<file path="config.mk">
export PLATFORM = sky130hd
export DESIGN_NAME = battery_status_and_charge_request
export DESIGN_NICKNAME = d
export VERILOG_FILES = /design/src/verilog/gauge_status_pkg.sv /design/src/verilog/battery_status_and_charge_request.sv /design/src/verilog/rest_charge_meter.sv
export SDC_FILE = /design/constraint.sdc
export NUM_CORES = 1
export LEC_CHECK = 0
export BUFFER_PORTS_ARGS = -buffer_cell sky130_fd_sc_hd__buf_2
export CAP_MARGIN = 20
export CORE_MARGIN = 1
export CORE_UTILIZATION = 40
export DETAILED_ROUTE_END_ITERATION = 7
export GPL_ROUTABILITY_DRIVEN = 1
export PLACE_DENSITY = 0.89
export SETUP_SLACK_MARGIN = 0.4
export SKIP_CTS_REPAIR_TIMING = 1
export SLEW_MARGIN = 25
export SYNTH_ARGS = -nofsm -noshare
export SYNTH_HDL_FRONTEND = slang
export SYNTH_HIERARCHICAL = 1
export SYNTH_SLANG_ARGS = --single-unit
</file>
<file path="constraint.sdc">
create_clock -name ref_clk -period 1.5 [get_ports ref_clk]
set_input_delay 0.375 -clock ref_clk [delete_from_list [all_inputs] [get_ports ref_clk]]
set_output_delay 0.375 -clock ref_clk [all_outputs]
set_load 0.02 [all_outputs]
</file>
<file path="src/verilog/gauge_status_pkg.sv">
// Constants for the battery status and charge request word block
// Overview of operation
// RULE1 - A charge current request of zero switches the external charger off.
// RULE2 - Current request 65535 asks the charger to act as a voltage source.
// RULE3 - Voltage request 65535 asks the charger to act as a current source.
// RULE4 - Both request words are unsigned 16-bit reads, 1 mA and 1 mV steps.
// RULE5 - The charger should use current and voltage requests together.
// RULE6 - Alarm flags sit at bits 15,14,12,11,9,8; bits 13 and 10 reserved.
// RULE7 - Status flags sit at bits 7,6,5,4 of the status word.
// RULE8 - Low three bits hold the error code of the last command.
// RULE9 - Codes: 4 read-only write, 6 bad size, 3 unsupported, 2 reserved.
// RULE10 - Code 1 when busy, code 5 on data overflow or underflow.
// RULE11 - Alarm broadcast sends the status word with error bits all ones.
// RULE12 - Low capacity and low runtime use charge or energy per mode bit.
// RULE13 - Overcharge sets past limit, clears after stop plus 2 mAh rest.
// RULE14 - Stop-charge sets on range fault or termination, clears when gone.
// RULE15 - Over-temperature follows temperature against the maximum threshold.
// RULE16 - Stop-discharge sets on empty, low voltage or cell undervoltage.
// RULE17 - Low-capacity sets below threshold, clears when threshold or charge.
// RULE18 - Low-runtime sets below time threshold, clears likewise.
// RULE19 - Initialized sets on valid flash load, clears on improper load.
// RULE20 - Not-charging flag follows whether the battery is being charged.
// RULE21 - Fully charged sets on termination or overcharge, clears below limit.
// RULE22 - Fully discharged sets on low voltage or charge, clears at 20 percent.
// RULE23 - Time to full reads 65535 whenever the battery is not charging.
// RULE24 - Reserved status word bits read as zero.
package gauge_status_pkg;
	localparam logic [7:0] cmd_time_to_full = 8'h13;
	localparam logic [7:0] cmd_charge_current = 8'h14;
	localparam logic [7:0] cmd_charge_voltage = 8'h15;
	localparam logic [7:0] cmd_status_word = 8'h16;
	localparam logic [15:0] word_invalid = 16'hFFFF;
	localparam logic [15:0] current_off = 16'h0000;
	localparam int bit_over_charged = 15;
	localparam int bit_stop_charge = 14;
	localparam int bit_over_temp = 12;
	localparam int bit_stop_discharge = 11;
	localparam int bit_low_capacity = 9;
	localparam int bit_low_runtime = 8;
	localparam int bit_initialized = 7;
	localparam int bit_not_charging = 6;
	localparam int bit_fully_charged = 5;
	localparam int bit_fully_discharged = 4;
	localparam logic [2:0] err_ok = 3'h0;
	localparam logic [2:0] err_busy = 3'h1;
	localparam logic [2:0] err_reserved = 3'h2;
	localparam logic [2:0] err_unsupported = 3'h3;
	localparam logic [2:0] err_access_denied = 3'h4;
	localparam logic [2:0] err_overflow = 3'h5;
	localparam logic [2:0] err_bad_size = 3'h6;
	localparam logic [2:0] err_unknown = 3'h7;
	localparam logic [2:0] err_all_ones = 3'h7;
	localparam logic [15:0] status_reset = 16'h0000;
	localparam logic [15:0] rest_charge_limit = 16'h0002;
	localparam logic [7:0] discharged_clear_pct = 8'h14;
	localparam logic [15:0] rest_reset = 16'h0000;
endpackage : gauge_status_pkg

</file>
<file path="src/verilog/battery_status_and_charge_request.sv">
// Status word, charge request words and alarm broadcast of the gas gauge
`timescale 1ns/1ps
`default_nettype none
module battery_status_and_charge_request (
	input wire logic ref_clk,
	input wire logic rst_n,
	input wire logic [7:0] cmd_code,
	input wire logic cmd_read,
	input wire logic cmd_write,
	input wire logic cmd_bad_size,
	input wire logic cmd_reserved,
	input wire logic cmd_unsupported,
	input wire logic cmd_busy,
	input wire logic cmd_overflow,
	input wire logic cmd_unknown,
	input wire logic [15:0] desired_current,
	input wire logic [15:0] desired_voltage,
	input wire logic charger_off,
	input wire logic cv_mode,
	input wire logic cc_mode,
	input wire logic [15:0] avg_time_to_full_calc,
	input wire logic capacity_units_mode,
	input wire logic [15:0] remaining_mah,
	input wire logic [15:0] remaining_10mwh,
	input wire logic [15:0] capacity_alarm_threshold,
	input wire logic [15:0] minutes_current,
	input wire logic [15:0] minutes_power,
	input wire logic [15:0] time_alarm_threshold,
	input wire logic charging,
	input wire logic capacity_rising,
	input wire logic overcharge_limit_hit,
	input wire logic mah_tick,
	input wire logic charge_param_fault,
	input wire logic primary_termination,
	input wire logic temp_at_max,
	input wire logic [15:0] remaining_charge,
	input wire logic pack_at_terminate,
	input wire logic cell_undervoltage_flag,
	input wire logic flash_load_valid,
	input wire logic flash_load_bad,
	input wire logic [7:0] relative_charge_percent,
	input wire logic [7:0] fully_charged_clear_pct,
	input wire logic below_end_voltage_threshold_two,
	input wire logic below_overload_current,
	input wire logic [7:0] battery_low_pct,
	input wire logic alarm_send,
	output logic [15:0] read_data,
	output logic read_valid,
	output logic [15:0] alarm_broadcast,
	output logic alarm_valid
);
	logic over_charged;
	logic stop_charge;
	logic over_temp;
	logic stop_discharge;
	logic low_capacity;
	logic low_runtime;
	logic initialized;
	logic not_charging_flag;
	logic fully_charged;
	logic fully_discharged;
	logic [2:0] err_code;
	logic rest_done;
	logic [15:0] status_word;
	logic [15:0] capacity_now;
	logic [15:0] minutes_now;
	logic [15:0] next_current;
	logic [15:0] next_voltage;
	logic [15:0] next_read;

	rest_charge_meter u_rest (
		.ref_clk(ref_clk),
		.rst_n(rst_n),
		.restart(charging),
		.mah_tick(mah_tick),
		.reached(rest_done)
	);

	// One basis choice shared by both low alarms, so they never disagree
	function automatic logic [15:0] pick_basis(
		input logic mode,
		input logic [15:0] charge_value,
		input logic [15:0] energy_value
	);
		pick_basis = mode ? energy_value : charge_value;
	endfunction : pick_basis

	// Mode bit picks charge or energy basis for the low alarms
	assign capacity_now = pick_basis(capacity_units_mode, remaining_mah,
		remaining_10mwh); // [RULE12]
	assign minutes_now = pick_basis(capacity_units_mode, minutes_current,
		minutes_power); // [RULE12]

	// Off wins over the cv_mode value; the voltage word ignores off
	always_comb
	begin
		if (charger_off)
			next_current = gauge_status_pkg::current_off; // [RULE1]
		else if (cv_mode)
			next_current = gauge_status_pkg::word_invalid; // [RULE2]
		else
			next_current = desired_current; // [RULE4]
		if (cc_mode)
			next_voltage = gauge_status_pkg::word_invalid; // [RULE3]
		else
			next_voltage = desired_voltage; // [RULE4]
	end

	// Hold until charging stops and 2 mAh of rest has passed
	always_ff @(posedge ref_clk or negedge rst_n)
	begin
		if (!rst_n)
			over_charged <= 1'b0;
		else if (overcharge_limit_hit)
			over_charged <= 1'b1; // [RULE13]
		else if (!charging && rest_done)
			over_charged <= 1'b0; // [RULE13]
	end

	always_ff @(posedge ref_clk or negedge rst_n)
	begin
		if (!rst_n)
			stop_charge <= 1'b0;
		else if (charging && (charge_param_fault || primary_termination))
			stop_charge <= 1'b1; // [RULE14]
		else
			stop_charge <= 1'b0; // [RULE14]
	end

	always_ff @(posedge ref_clk or negedge rst_n)
	begin
		if (!rst_n)
			over_temp <= 1'b0;
		else
			over_temp <= temp_at_max; // [RULE15]
	end

	always_ff @(posedge ref_clk or negedge rst_n)
	begin
		if (!rst_n)
			stop_discharge <= 1'b0;
		else
			stop_discharge <= (remaining_charge == 16'h0000)
				|| pack_at_terminate || cell_undervoltage_flag; // [RULE16]
	end

	// Set below threshold; clear only on lowered threshold or charge gain
	always_ff @(posedge ref_clk or negedge rst_n)
	begin
		if (!rst_n)
			low_capacity <= 1'b0;
		else if (capacity_now < capacity_alarm_threshold)
			low_capacity <= 1'b1; // [RULE17]
		else if (capacity_rising || capacity_alarm_threshold < capacity_now)
			low_capacity <= 1'b0; // [RULE17]
	end

	always_ff @(posedge ref_clk or negedge rst_n)
	begin
		if (!rst_n)
			low_runtime <= 1'b0;
		else if (!charging && minutes_now < time_alarm_threshold)
			low_runtime <= 1'b1; // [RULE18]
		else if (charging || time_alarm_threshold < minutes_now)
			low_runtime <= 1'b0; // [RULE18]
	end

	// Set wins if both loads are reported at once
	always_ff @(posedge ref_clk or negedge rst_n)
	begin
		if (!rst_n)
			initialized <= 1'b0;
		else if (flash_load_valid)
			initialized <= 1'b1; // [RULE19]
		else if (flash_load_bad)
			initialized <= 1'b0; // [RULE19]
	end

	always_ff @(posedge ref_clk or negedge rst_n)
	begin
		if (!rst_n)
			not_charging_flag <= 1'b1;
		else
			not_charging_flag <= !charging; // [RULE20]
	end

	always_ff @(posedge ref_clk or negedge rst_n)
	begin
		if (!rst_n)
			fully_charged <= 1'b0;
		else if (primary_termination || overcharge_limit_hit)
			fully_charged <= 1'b1; // [RULE21]
		else if (relative_charge_percent < fully_charged_clear_pct)
			fully_charged <= 1'b0; // [RULE21]
	end

	always_ff @(posedge ref_clk or negedge rst_n)
	begin
		if (!rst_n)
			fully_discharged <= 1'b0;
		else if ((below_end_voltage_threshold_two && below_overload_current)
			|| relative_charge_percent < battery_low_pct)
			fully_discharged <= 1'b1; // [RULE22]
		else if (relative_charge_percent
			>= gauge_status_pkg::discharged_clear_pct)
			fully_discharged <= 1'b0; // [RULE22]
	end

	// Outcome of the last command; priority picks one code per command
	always_ff @(posedge ref_clk or negedge rst_n)
	begin
		if (!rst_n)
			err_code <= gauge_status_pkg::err_ok;
		else if (cmd_read || cmd_write)
		begin
			if (cmd_busy)
				err_code <= gauge_status_pkg::err_busy; // [RULE10]
			else if (cmd_reserved)
				err_code <= gauge_status_pkg::err_reserved; // [RULE9]
			else if (cmd_unsupported)
				err_code <= gauge_status_pkg::err_unsupported; // [RULE9]
			else if (cmd_write && cmd_bad_size)
				err_code <= gauge_status_pkg::err_bad_size; // [RULE9]
			else if (cmd_write)
				err_code <= gauge_status_pkg::err_access_denied; // [RULE9]
			else if (cmd_overflow)
				err_code <= gauge_status_pkg::err_overflow; // [RULE10]
			else if (cmd_unknown)
				err_code <= gauge_status_pkg::err_unknown; // [RULE8]
			else
				err_code <= gauge_status_pkg::err_ok; // [RULE8]
		end
	end

	// Reserved positions stay zero
	always_comb
	begin
		status_word = gauge_status_pkg::status_reset; // [RULE24]
		status_word[gauge_status_pkg::bit_over_charged] = over_charged; // [RULE6]
		status_word[gauge_status_pkg::bit_stop_charge] = stop_charge; // [RULE6]
		status_word[gauge_status_pkg::bit_over_temp] = over_temp; // [RULE6]
		status_word[gauge_status_pkg::bit_stop_discharge] = stop_discharge;
		status_word[gauge_status_pkg::bit_low_capacity] = low_capacity;
		status_word[gauge_status_pkg::bit_low_runtime] = low_runtime; // [RULE6]
		status_word[gauge_status_pkg::bit_initialized] = initialized; // [RULE7]
		status_word[gauge_status_pkg::bit_not_charging] = not_charging_flag;
		status_word[gauge_status_pkg::bit_fully_charged] = fully_charged;
		status_word[gauge_status_pkg::bit_fully_discharged] =
			fully_discharged; // [RULE7]
		status_word[2:0] = err_code; // [RULE8]
	end

	always_comb
	begin
		unique case (cmd_code)
			gauge_status_pkg::cmd_time_to_full:
				next_read = not_charging_flag ? gauge_status_pkg::word_invalid
					: avg_time_to_full_calc; // [RULE23]
			gauge_status_pkg::cmd_charge_current:
				next_read = next_current;
			gauge_status_pkg::cmd_charge_voltage:
				next_read = next_voltage;
			gauge_status_pkg::cmd_status_word:
				next_read = status_word;
			default:
				next_read = gauge_status_pkg::status_reset;
		endcase
	end

	// Word is sampled at the read strobe, so the host sees a stable value
	always_ff @(posedge ref_clk or negedge rst_n)
	begin
		if (!rst_n)
		begin
			read_data <= gauge_status_pkg::status_reset;
			read_valid <= 1'b0;
		end
		else
		begin
			read_valid <= cmd_read;
			if (cmd_read)
				read_data <= next_read; // [RULE4]
		end
	end

	always_ff @(posedge ref_clk or negedge rst_n)
	begin
		if (!rst_n)
		begin
			alarm_broadcast <= gauge_status_pkg::status_reset;
			alarm_valid <= 1'b0;
		end
		else
		begin
			alarm_valid <= alarm_send;
			if (alarm_send)
				alarm_broadcast <= {status_word[15:3],
					gauge_status_pkg::err_all_ones}; // [RULE11]
		end
	end
endmodule : battery_status_and_charge_request
`default_nettype wire

</file>
<file path="src/verilog/rest_charge_meter.sv">
// Accumulator of rest or discharge charge after charging stops
`timescale 1ns/1ps
`default_nettype none
module rest_charge_meter (
	input wire logic ref_clk,
	input wire logic rst_n,
	input wire logic restart,
	input wire logic mah_tick,
	output logic reached
);
	logic [15:0] count;

	// Any charging restarts the run so the rest must be continuous
	always_ff @(posedge ref_clk or negedge rst_n)
	begin
		if (!rst_n)
			count <= gauge_status_pkg::rest_reset;
		else if (restart)
			count <= gauge_status_pkg::rest_reset;
		else if (mah_tick && !reached)
			count <= 16'(count + 16'h0001);
	end

	assign reached = (count >= gauge_status_pkg::rest_charge_limit); // [RULE13]
endmodule : rest_charge_meter
`default_nettype wire

</file>
* Word-level counts from Yosys, hierarchy flattened *
Index checks and enable logic that the tools add are counted.

operators by class
  add/subtract/negate cells = 1
  $mul = 0
  divide/modulo/power cells = 0
  $lt $le $gt $ge = 8
  equality and inequality tests = 4
  shifts and indexed selects = 0
  multiplexer cells = 29
  bitwise gates (word level) = 0
  reductions and logical operators = 24

operators with widths
  kind                                                                                   count
  16-bit two-way mux                                                                     8
  16-bit < comparator                                                                    4
  16-bit one-hot mux with 4 select lines                                                 1
  8-bit by 5-bit equality test with 1-bit output (second input constant)                 4
  3-bit two-way mux                                                                      7
  16-bit by 1-bit adder with 16-bit output (second input constant)                       1
  16-bit by 2-bit greater-or-equal comparator with 1-bit output (second input constant)  1
  16-bit logical NOT                                                                     1
  8-bit < comparator                                                                     2
  2-bit nonzero test                                                                     7
  1-bit two-way mux                                                                      13
  8-bit by 5-bit greater-or-equal comparator with 1-bit output (second input constant)   1
  1-bit logical OR                                                                       8
  1-bit logical AND                                                                      6
  1-bit logical NOT                                                                      2

word-level totals
  bits in registers = 60
  latch bits = 0
  memory bits (writable) = 0
  bits in read-only memories = 0
  bits of input ports = 220
  output and inout bits = 34
  logic and storage cells = 82
  memories kept = 0

* Longest topological paths before layout *
  depth after elaboration = 7
  gate-level depth with buffers = 9
  mapped depth without buffers = 7

* Cells and area by module *
The synthesis kept the hierarchy.

modules (own cells, without submodules)
  module                             times used  cells an instance  area each (µm²)
  battery_status_and_charge_request  1           426                3,652.3
  rest_charge_meter                  1           49                 614.3

* Worst setup path before layout *
OpenSTA, ideal clock, no wires.

  path kind = in2reg
  from = input port capacity_units_mode
  to = register low_capacity
  library setup time = 0.134 ns
  arrival time = 1.884 ns
  required time = 1.366 ns
  path slack = -0.519 ns
  cell stages on the path = 9
  path buffers = 2
  path through = clkbuf_1 -> buf_2 -> mux2i_1 -> ha_1 -> nor2b_1 -> o211ai_1 -> a21oi_1 -> o31ai_1 -> a22oi_1

between the ends
  word-level cells in the longest chain between the ends = 4
  elaborated cells on any way between the ends = 6
  classes of those cells = order compare: 2; mux: 2; reduce/logical: 2

RTL lines
  item                          line                                      RTL
  from (decl)                   battery_status_and_charge_request.sv:22   input wire logic capacity_units_mode,
  16-bit two-way mux *          battery_status_and_charge_request.sv:85   pick_basis = mode ? energy_value : charge_value;
  16-bit < comparator           battery_status_and_charge_request.sv:154  else if (capacity_rising || capacity_alarm_threshold < capacity_now)
  1-bit logical OR              battery_status_and_charge_request.sv:154
  2-bit nonzero test (no line)  -
  to (signal assigned)          battery_status_and_charge_request.sv:151  low_capacity <= 1'b0;
  to (signal assigned)          battery_status_and_charge_request.sv:153  low_capacity <= 1'b1;
  to (signal assigned)          battery_status_and_charge_request.sv:155  low_capacity <= 1'b0;
  to (decl)                     battery_status_and_charge_request.sv:56   logic low_capacity;

Every way passes the cells marked *; elsewhere a longest branch is shown, timed or not.
A chain may end at the register's enable or synchronous reset.

* Worst setup path in the final report *
  from = input port capacity_units_mode
  to = register low_runtime

between the ends
  word-level cells in the longest chain between the ends = 4
  elaborated cells on any way between the ends = 7
  classes of those cells = order compare: 2; mux: 2; reduce/logical: 3

RTL lines
  item                                                            line                                                                                RTL
  16-bit two-way mux *                                            battery_status_and_charge_request.sv:85
  16-bit < comparator, on equally long branches                   battery_status_and_charge_request.sv:162, battery_status_and_charge_request.sv:164
  1-bit logical AND / 1-bit logical OR (equally long branches)    battery_status_and_charge_request.sv:162, battery_status_and_charge_request.sv:164
  1-bit two-way mux / 2-bit nonzero test (equally long branches)  -
  to (signal assigned)                                            battery_status_and_charge_request.sv:161                                            low_runtime <= 1'b0;
  to (signal assigned)                                            battery_status_and_charge_request.sv:163                                            low_runtime <= 1'b1;
  to (signal assigned)                                            battery_status_and_charge_request.sv:165                                            low_runtime <= 1'b0;
  to (decl)                                                       battery_status_and_charge_request.sv:57                                             logic low_runtime;

Marked as above.

==> impl_metrics.py <==
metrics = {
    "status": {
        "run_status": "complete, but fails checks",
        "violations_in_the_final_reports": "negative setup slack",
    },
    "power_and_ir_drop": {
        "power.static_leakage_uw": 0.00343,
        "power_density_mw_per_mm2": 720,
        "ir_drop_v": 0.000595,
        "power_frac_clock_pct": 32.6,
        "power_frac_comb_pct": 32.6,
        "power_report.internal_total_uw": 3470,
        "power_switching_uw": 1540,
        "p_seq_share_pct": 34.8,
        "switching_share_pct": 30.8,
    },
    "clocking": {
        "htree_levels": 3,
        "tritoncts_num_sinks": 58,
        "clk_path_buf_depth": 2,
        "clkLatencyLatePin_ps": 340,
        "cts_tree": "done",
        "clkTransAtPathRegs_ps": 80,
        "tritoncts.num_buffers": 9,
        "root_driver": "clkbuf_8",
    },
    "critical_path": {
        "crit_path_max_fanout": 5,
        "critPathCaptureType": "flop",
        "startpoint_kind_of_the_worst_setup_timing_path": "input pin",
        "worst_ep_arrival_time_ps": 1880,
        "cp_data_required_time_ps": 1700,
        "timing.setup.critical_path_class": "input pin to flop",
    },
    "finish": {
        "fin_cells": 895,
        "final_util_pct": 67.5,
        "area_growth_pct": 63.2,
        "drive_gt1_share_pct": 54.8,
        "layout.cells.most_common_list": "buf_2, dfrtp_1, ha_1, buf_6, inv_1",
        "final_nets": 1020,
        "layout_commonest_cell": "buf_2",
    },
    "drt": {
        "wl_per_cell_um": 17.1,
        "detailedRoute.firstIterationViolations": 293,
        "dr_total_vias": 4746,
        "wl_met2_um": 8100,
        "wl_met3_um": 1090,
        "via_per_inst": 5.30,
        "drt_pre_antenna_iters": 4,
        "ant_nets": 0,
        "detail_route.wirelength.met1_um": 5690,
        "routed_wirelength_um": 15300,
        "drc_markers": 0,
        "highest-signal-layer": "met4",
    },
    "synth": {
        "yosysUniqueCellTypes": 52,
        "synth_warnings": 6,
        "yosysSeqAreaShare_pct": 34.0,
        "mappedNetlistArea_mm2": 0.00427,
        "postSynth.topFlopCell": "dfrtp_1",
        "postSynthRegisterBits": 58,
        "syn_area_per_cell_um2": 8.98,
        "postSynthCellCount": 475,
        "synth-async-reset-ratio_pct": 100,
        "synth-edff-count": 0,
    },
    "sta": {
        "final-max-slew-violation-count": 0,
        "finalHoldViolations": 0,
        "skew_ps": 7.49,
        "holdWs_ps": 15.6,
        "finalSetupViolCount": 4,
        "timing.final.ws_setup_ps": -177,
        "fmaxAchievable_mhz": 596,
        "final.min_clock_period_ps": 1680,
        "period_share_pct": 112,
        "rsz0062_at_grt": "true",
    },
    "placement": {
        "portBuffers": 250,
        "placer_s_final_routability_congestion_estimate": 0.926,
        "dp_cells": 860,
        "dp.final_hpwl_um": 11200,
    },
    "floorplan": {
        "die_area_mm2": 0.0111,
        "io_pins": 254,
        "initial_utilization_pct": 41.3,
        "dieHeight_um": 105,
        "core.rowCount": 37,
        "core_area_mm2": 0.0103,
        "die_extent_in_x_um": 105,
    },
    "flow_run": {
        "drv_cap": 0,
    },
    "grt": {
        "grt_start_max_net_pins": 59,
        "antenna_found_initial": 2,
        "grtUsageTotal_pct": 24.3,
        "grt_pass1_vias": 4573,
        "grt.overflow.total": 0,
        "grt_pass1_wl_um": 21000,
    },
    "hold_path": {
        "hp-class": "input pin to asynchronous set/reset pin",
    },
}
metrics by stage:
step	setup slack [ps]	setup TNS, ps	area [um^2]	power (uW)
finish	-177	-327	6960	5010
global placement	-449	-1310	5970	3070
detailed placement	-480	-1530	5970	3120
CTS	-135	-337	6190	4780
global route	-217	-538	6960	5280
floorplan	-331	-648	4530	2460
state kept, by name, indices dropped and copies added, names as in the netlist:
signal and flops:
fully_charged 1, over_temp 1, stop_charge 1, err_code 3
not_charging_flag 1, low_runtime 1, alarm_valid 1, u_rest/count 16
low_capacity 1, alarm_broadcast 11, initialized 1, over_charged 1
read_data 16, stop_discharge 1, fully_discharged 1, read_valid 1
per-layer routing:
layer / global-route usage [%] / vias to the layer above
li1: - / 2252
met1: 27.9 / 2200
met2: 44.4 / 258
met3: 3.96 / 36
met5: 0 / -
met4: 10.7 / 0
cell families after synthesis:
kind of cell,count (synthesis),share of synthesized area (%)
AND/OR/NAND/NOR,152,17.9
AO/OA/AOI/OAI,106,16.1
buffers and inverters,66,7.01
flip-flops,58,34.0
adder cells (fa/ha/maj),48,14.1
multiplexers,43,10.6
other,1,0.0879
XOR/XNOR,1,0.205
layout make-up:
class | count | area (um^2)
fill | 775 | 3360
multi-input combinational | 353 | 2950
timing repair buffer | 291 | 1970
sequential | 58 | 1460
inverter | 39 | 181
tap | 136 | 170
clock buffer | 9 | 124
clock inverter | 7 | 103
antenna | 2 | 5.00
synthesized netlist by cell type, types with 7 or more instances:
cell type | n | share of area, %
a21o_1 | 7 | 1.2
nor4_1 | 9 | 1.3
nand2_1 | 19 | 1.7
buf_2 | 8 | 0.94
mux2i_1 | 30 | 7.0
mux2_2 | 12 | 3.2
nor3_1 | 7 | 0.82
ha_1 | 48 | 14
a21oi_1 | 31 | 3.6
nand4_1 | 12 | 1.8
o221ai_1 | 8 | 1.6
nor2b_1 | 18 | 2.6
o21ai_0 | 27 | 3.2
nand3_1 | 7 | 0.82
nor2_1 | 56 | 4.9
clkbuf_1 | 9 | 0.79
o22ai_1 | 8 | 1.2
dfrtp_1 | 57 | 33
inv_1 | 39 | 3.4
worst paths after layout:
| kind | slack (ps) | endpoint | cells past startpoint | startpoint |
|---|---|---|---|---|
| max reg2reg | -80 | u_rest/count[0]$_DFFE_PN0P_ | 6 | u_rest/count[0]$_DFFE_PN0P_ |
| max in group asynchronous | 1180 | not_charging_flag$_DFF_PN1_ | 2 | rst_n |
| min reg2reg | 510 | u_rest/count[6]$_DFFE_PN0P_ | 1 | u_rest/count[6]$_DFFE_PN0P_ |
| max | -180 | low_runtime$_DFFE_PN0P_ | 9 | capacity_units_mode |
| min in group ref_clk | 140 | over_temp$_DFF_PN0_ | 1 | temp_at_max |
| min | 20 | read_data[5]$_DFFE_PN0P_ | 2 | rst_n |
critical path, stage by stage:
cell	delay (ps)
buf_12	120
buf_6	110
mux2i_1	110
ha_1	310
nor2b_4	130
o211ai_1	180
a21oi_1	110
o31ai_1	300
a211oi_1	140
power by group through the flow:
stage               clock network, uW  registers (uW)  logic [uW]
floorplan                           0            1800         663
global placement                    0            1760        1310
detailed placement                  0            1760        1350
CTS                              1680            1740        1360
global route                     1760            1750        1770
finish                           1630            1750        1630
(Power assumes the default switching activity.)
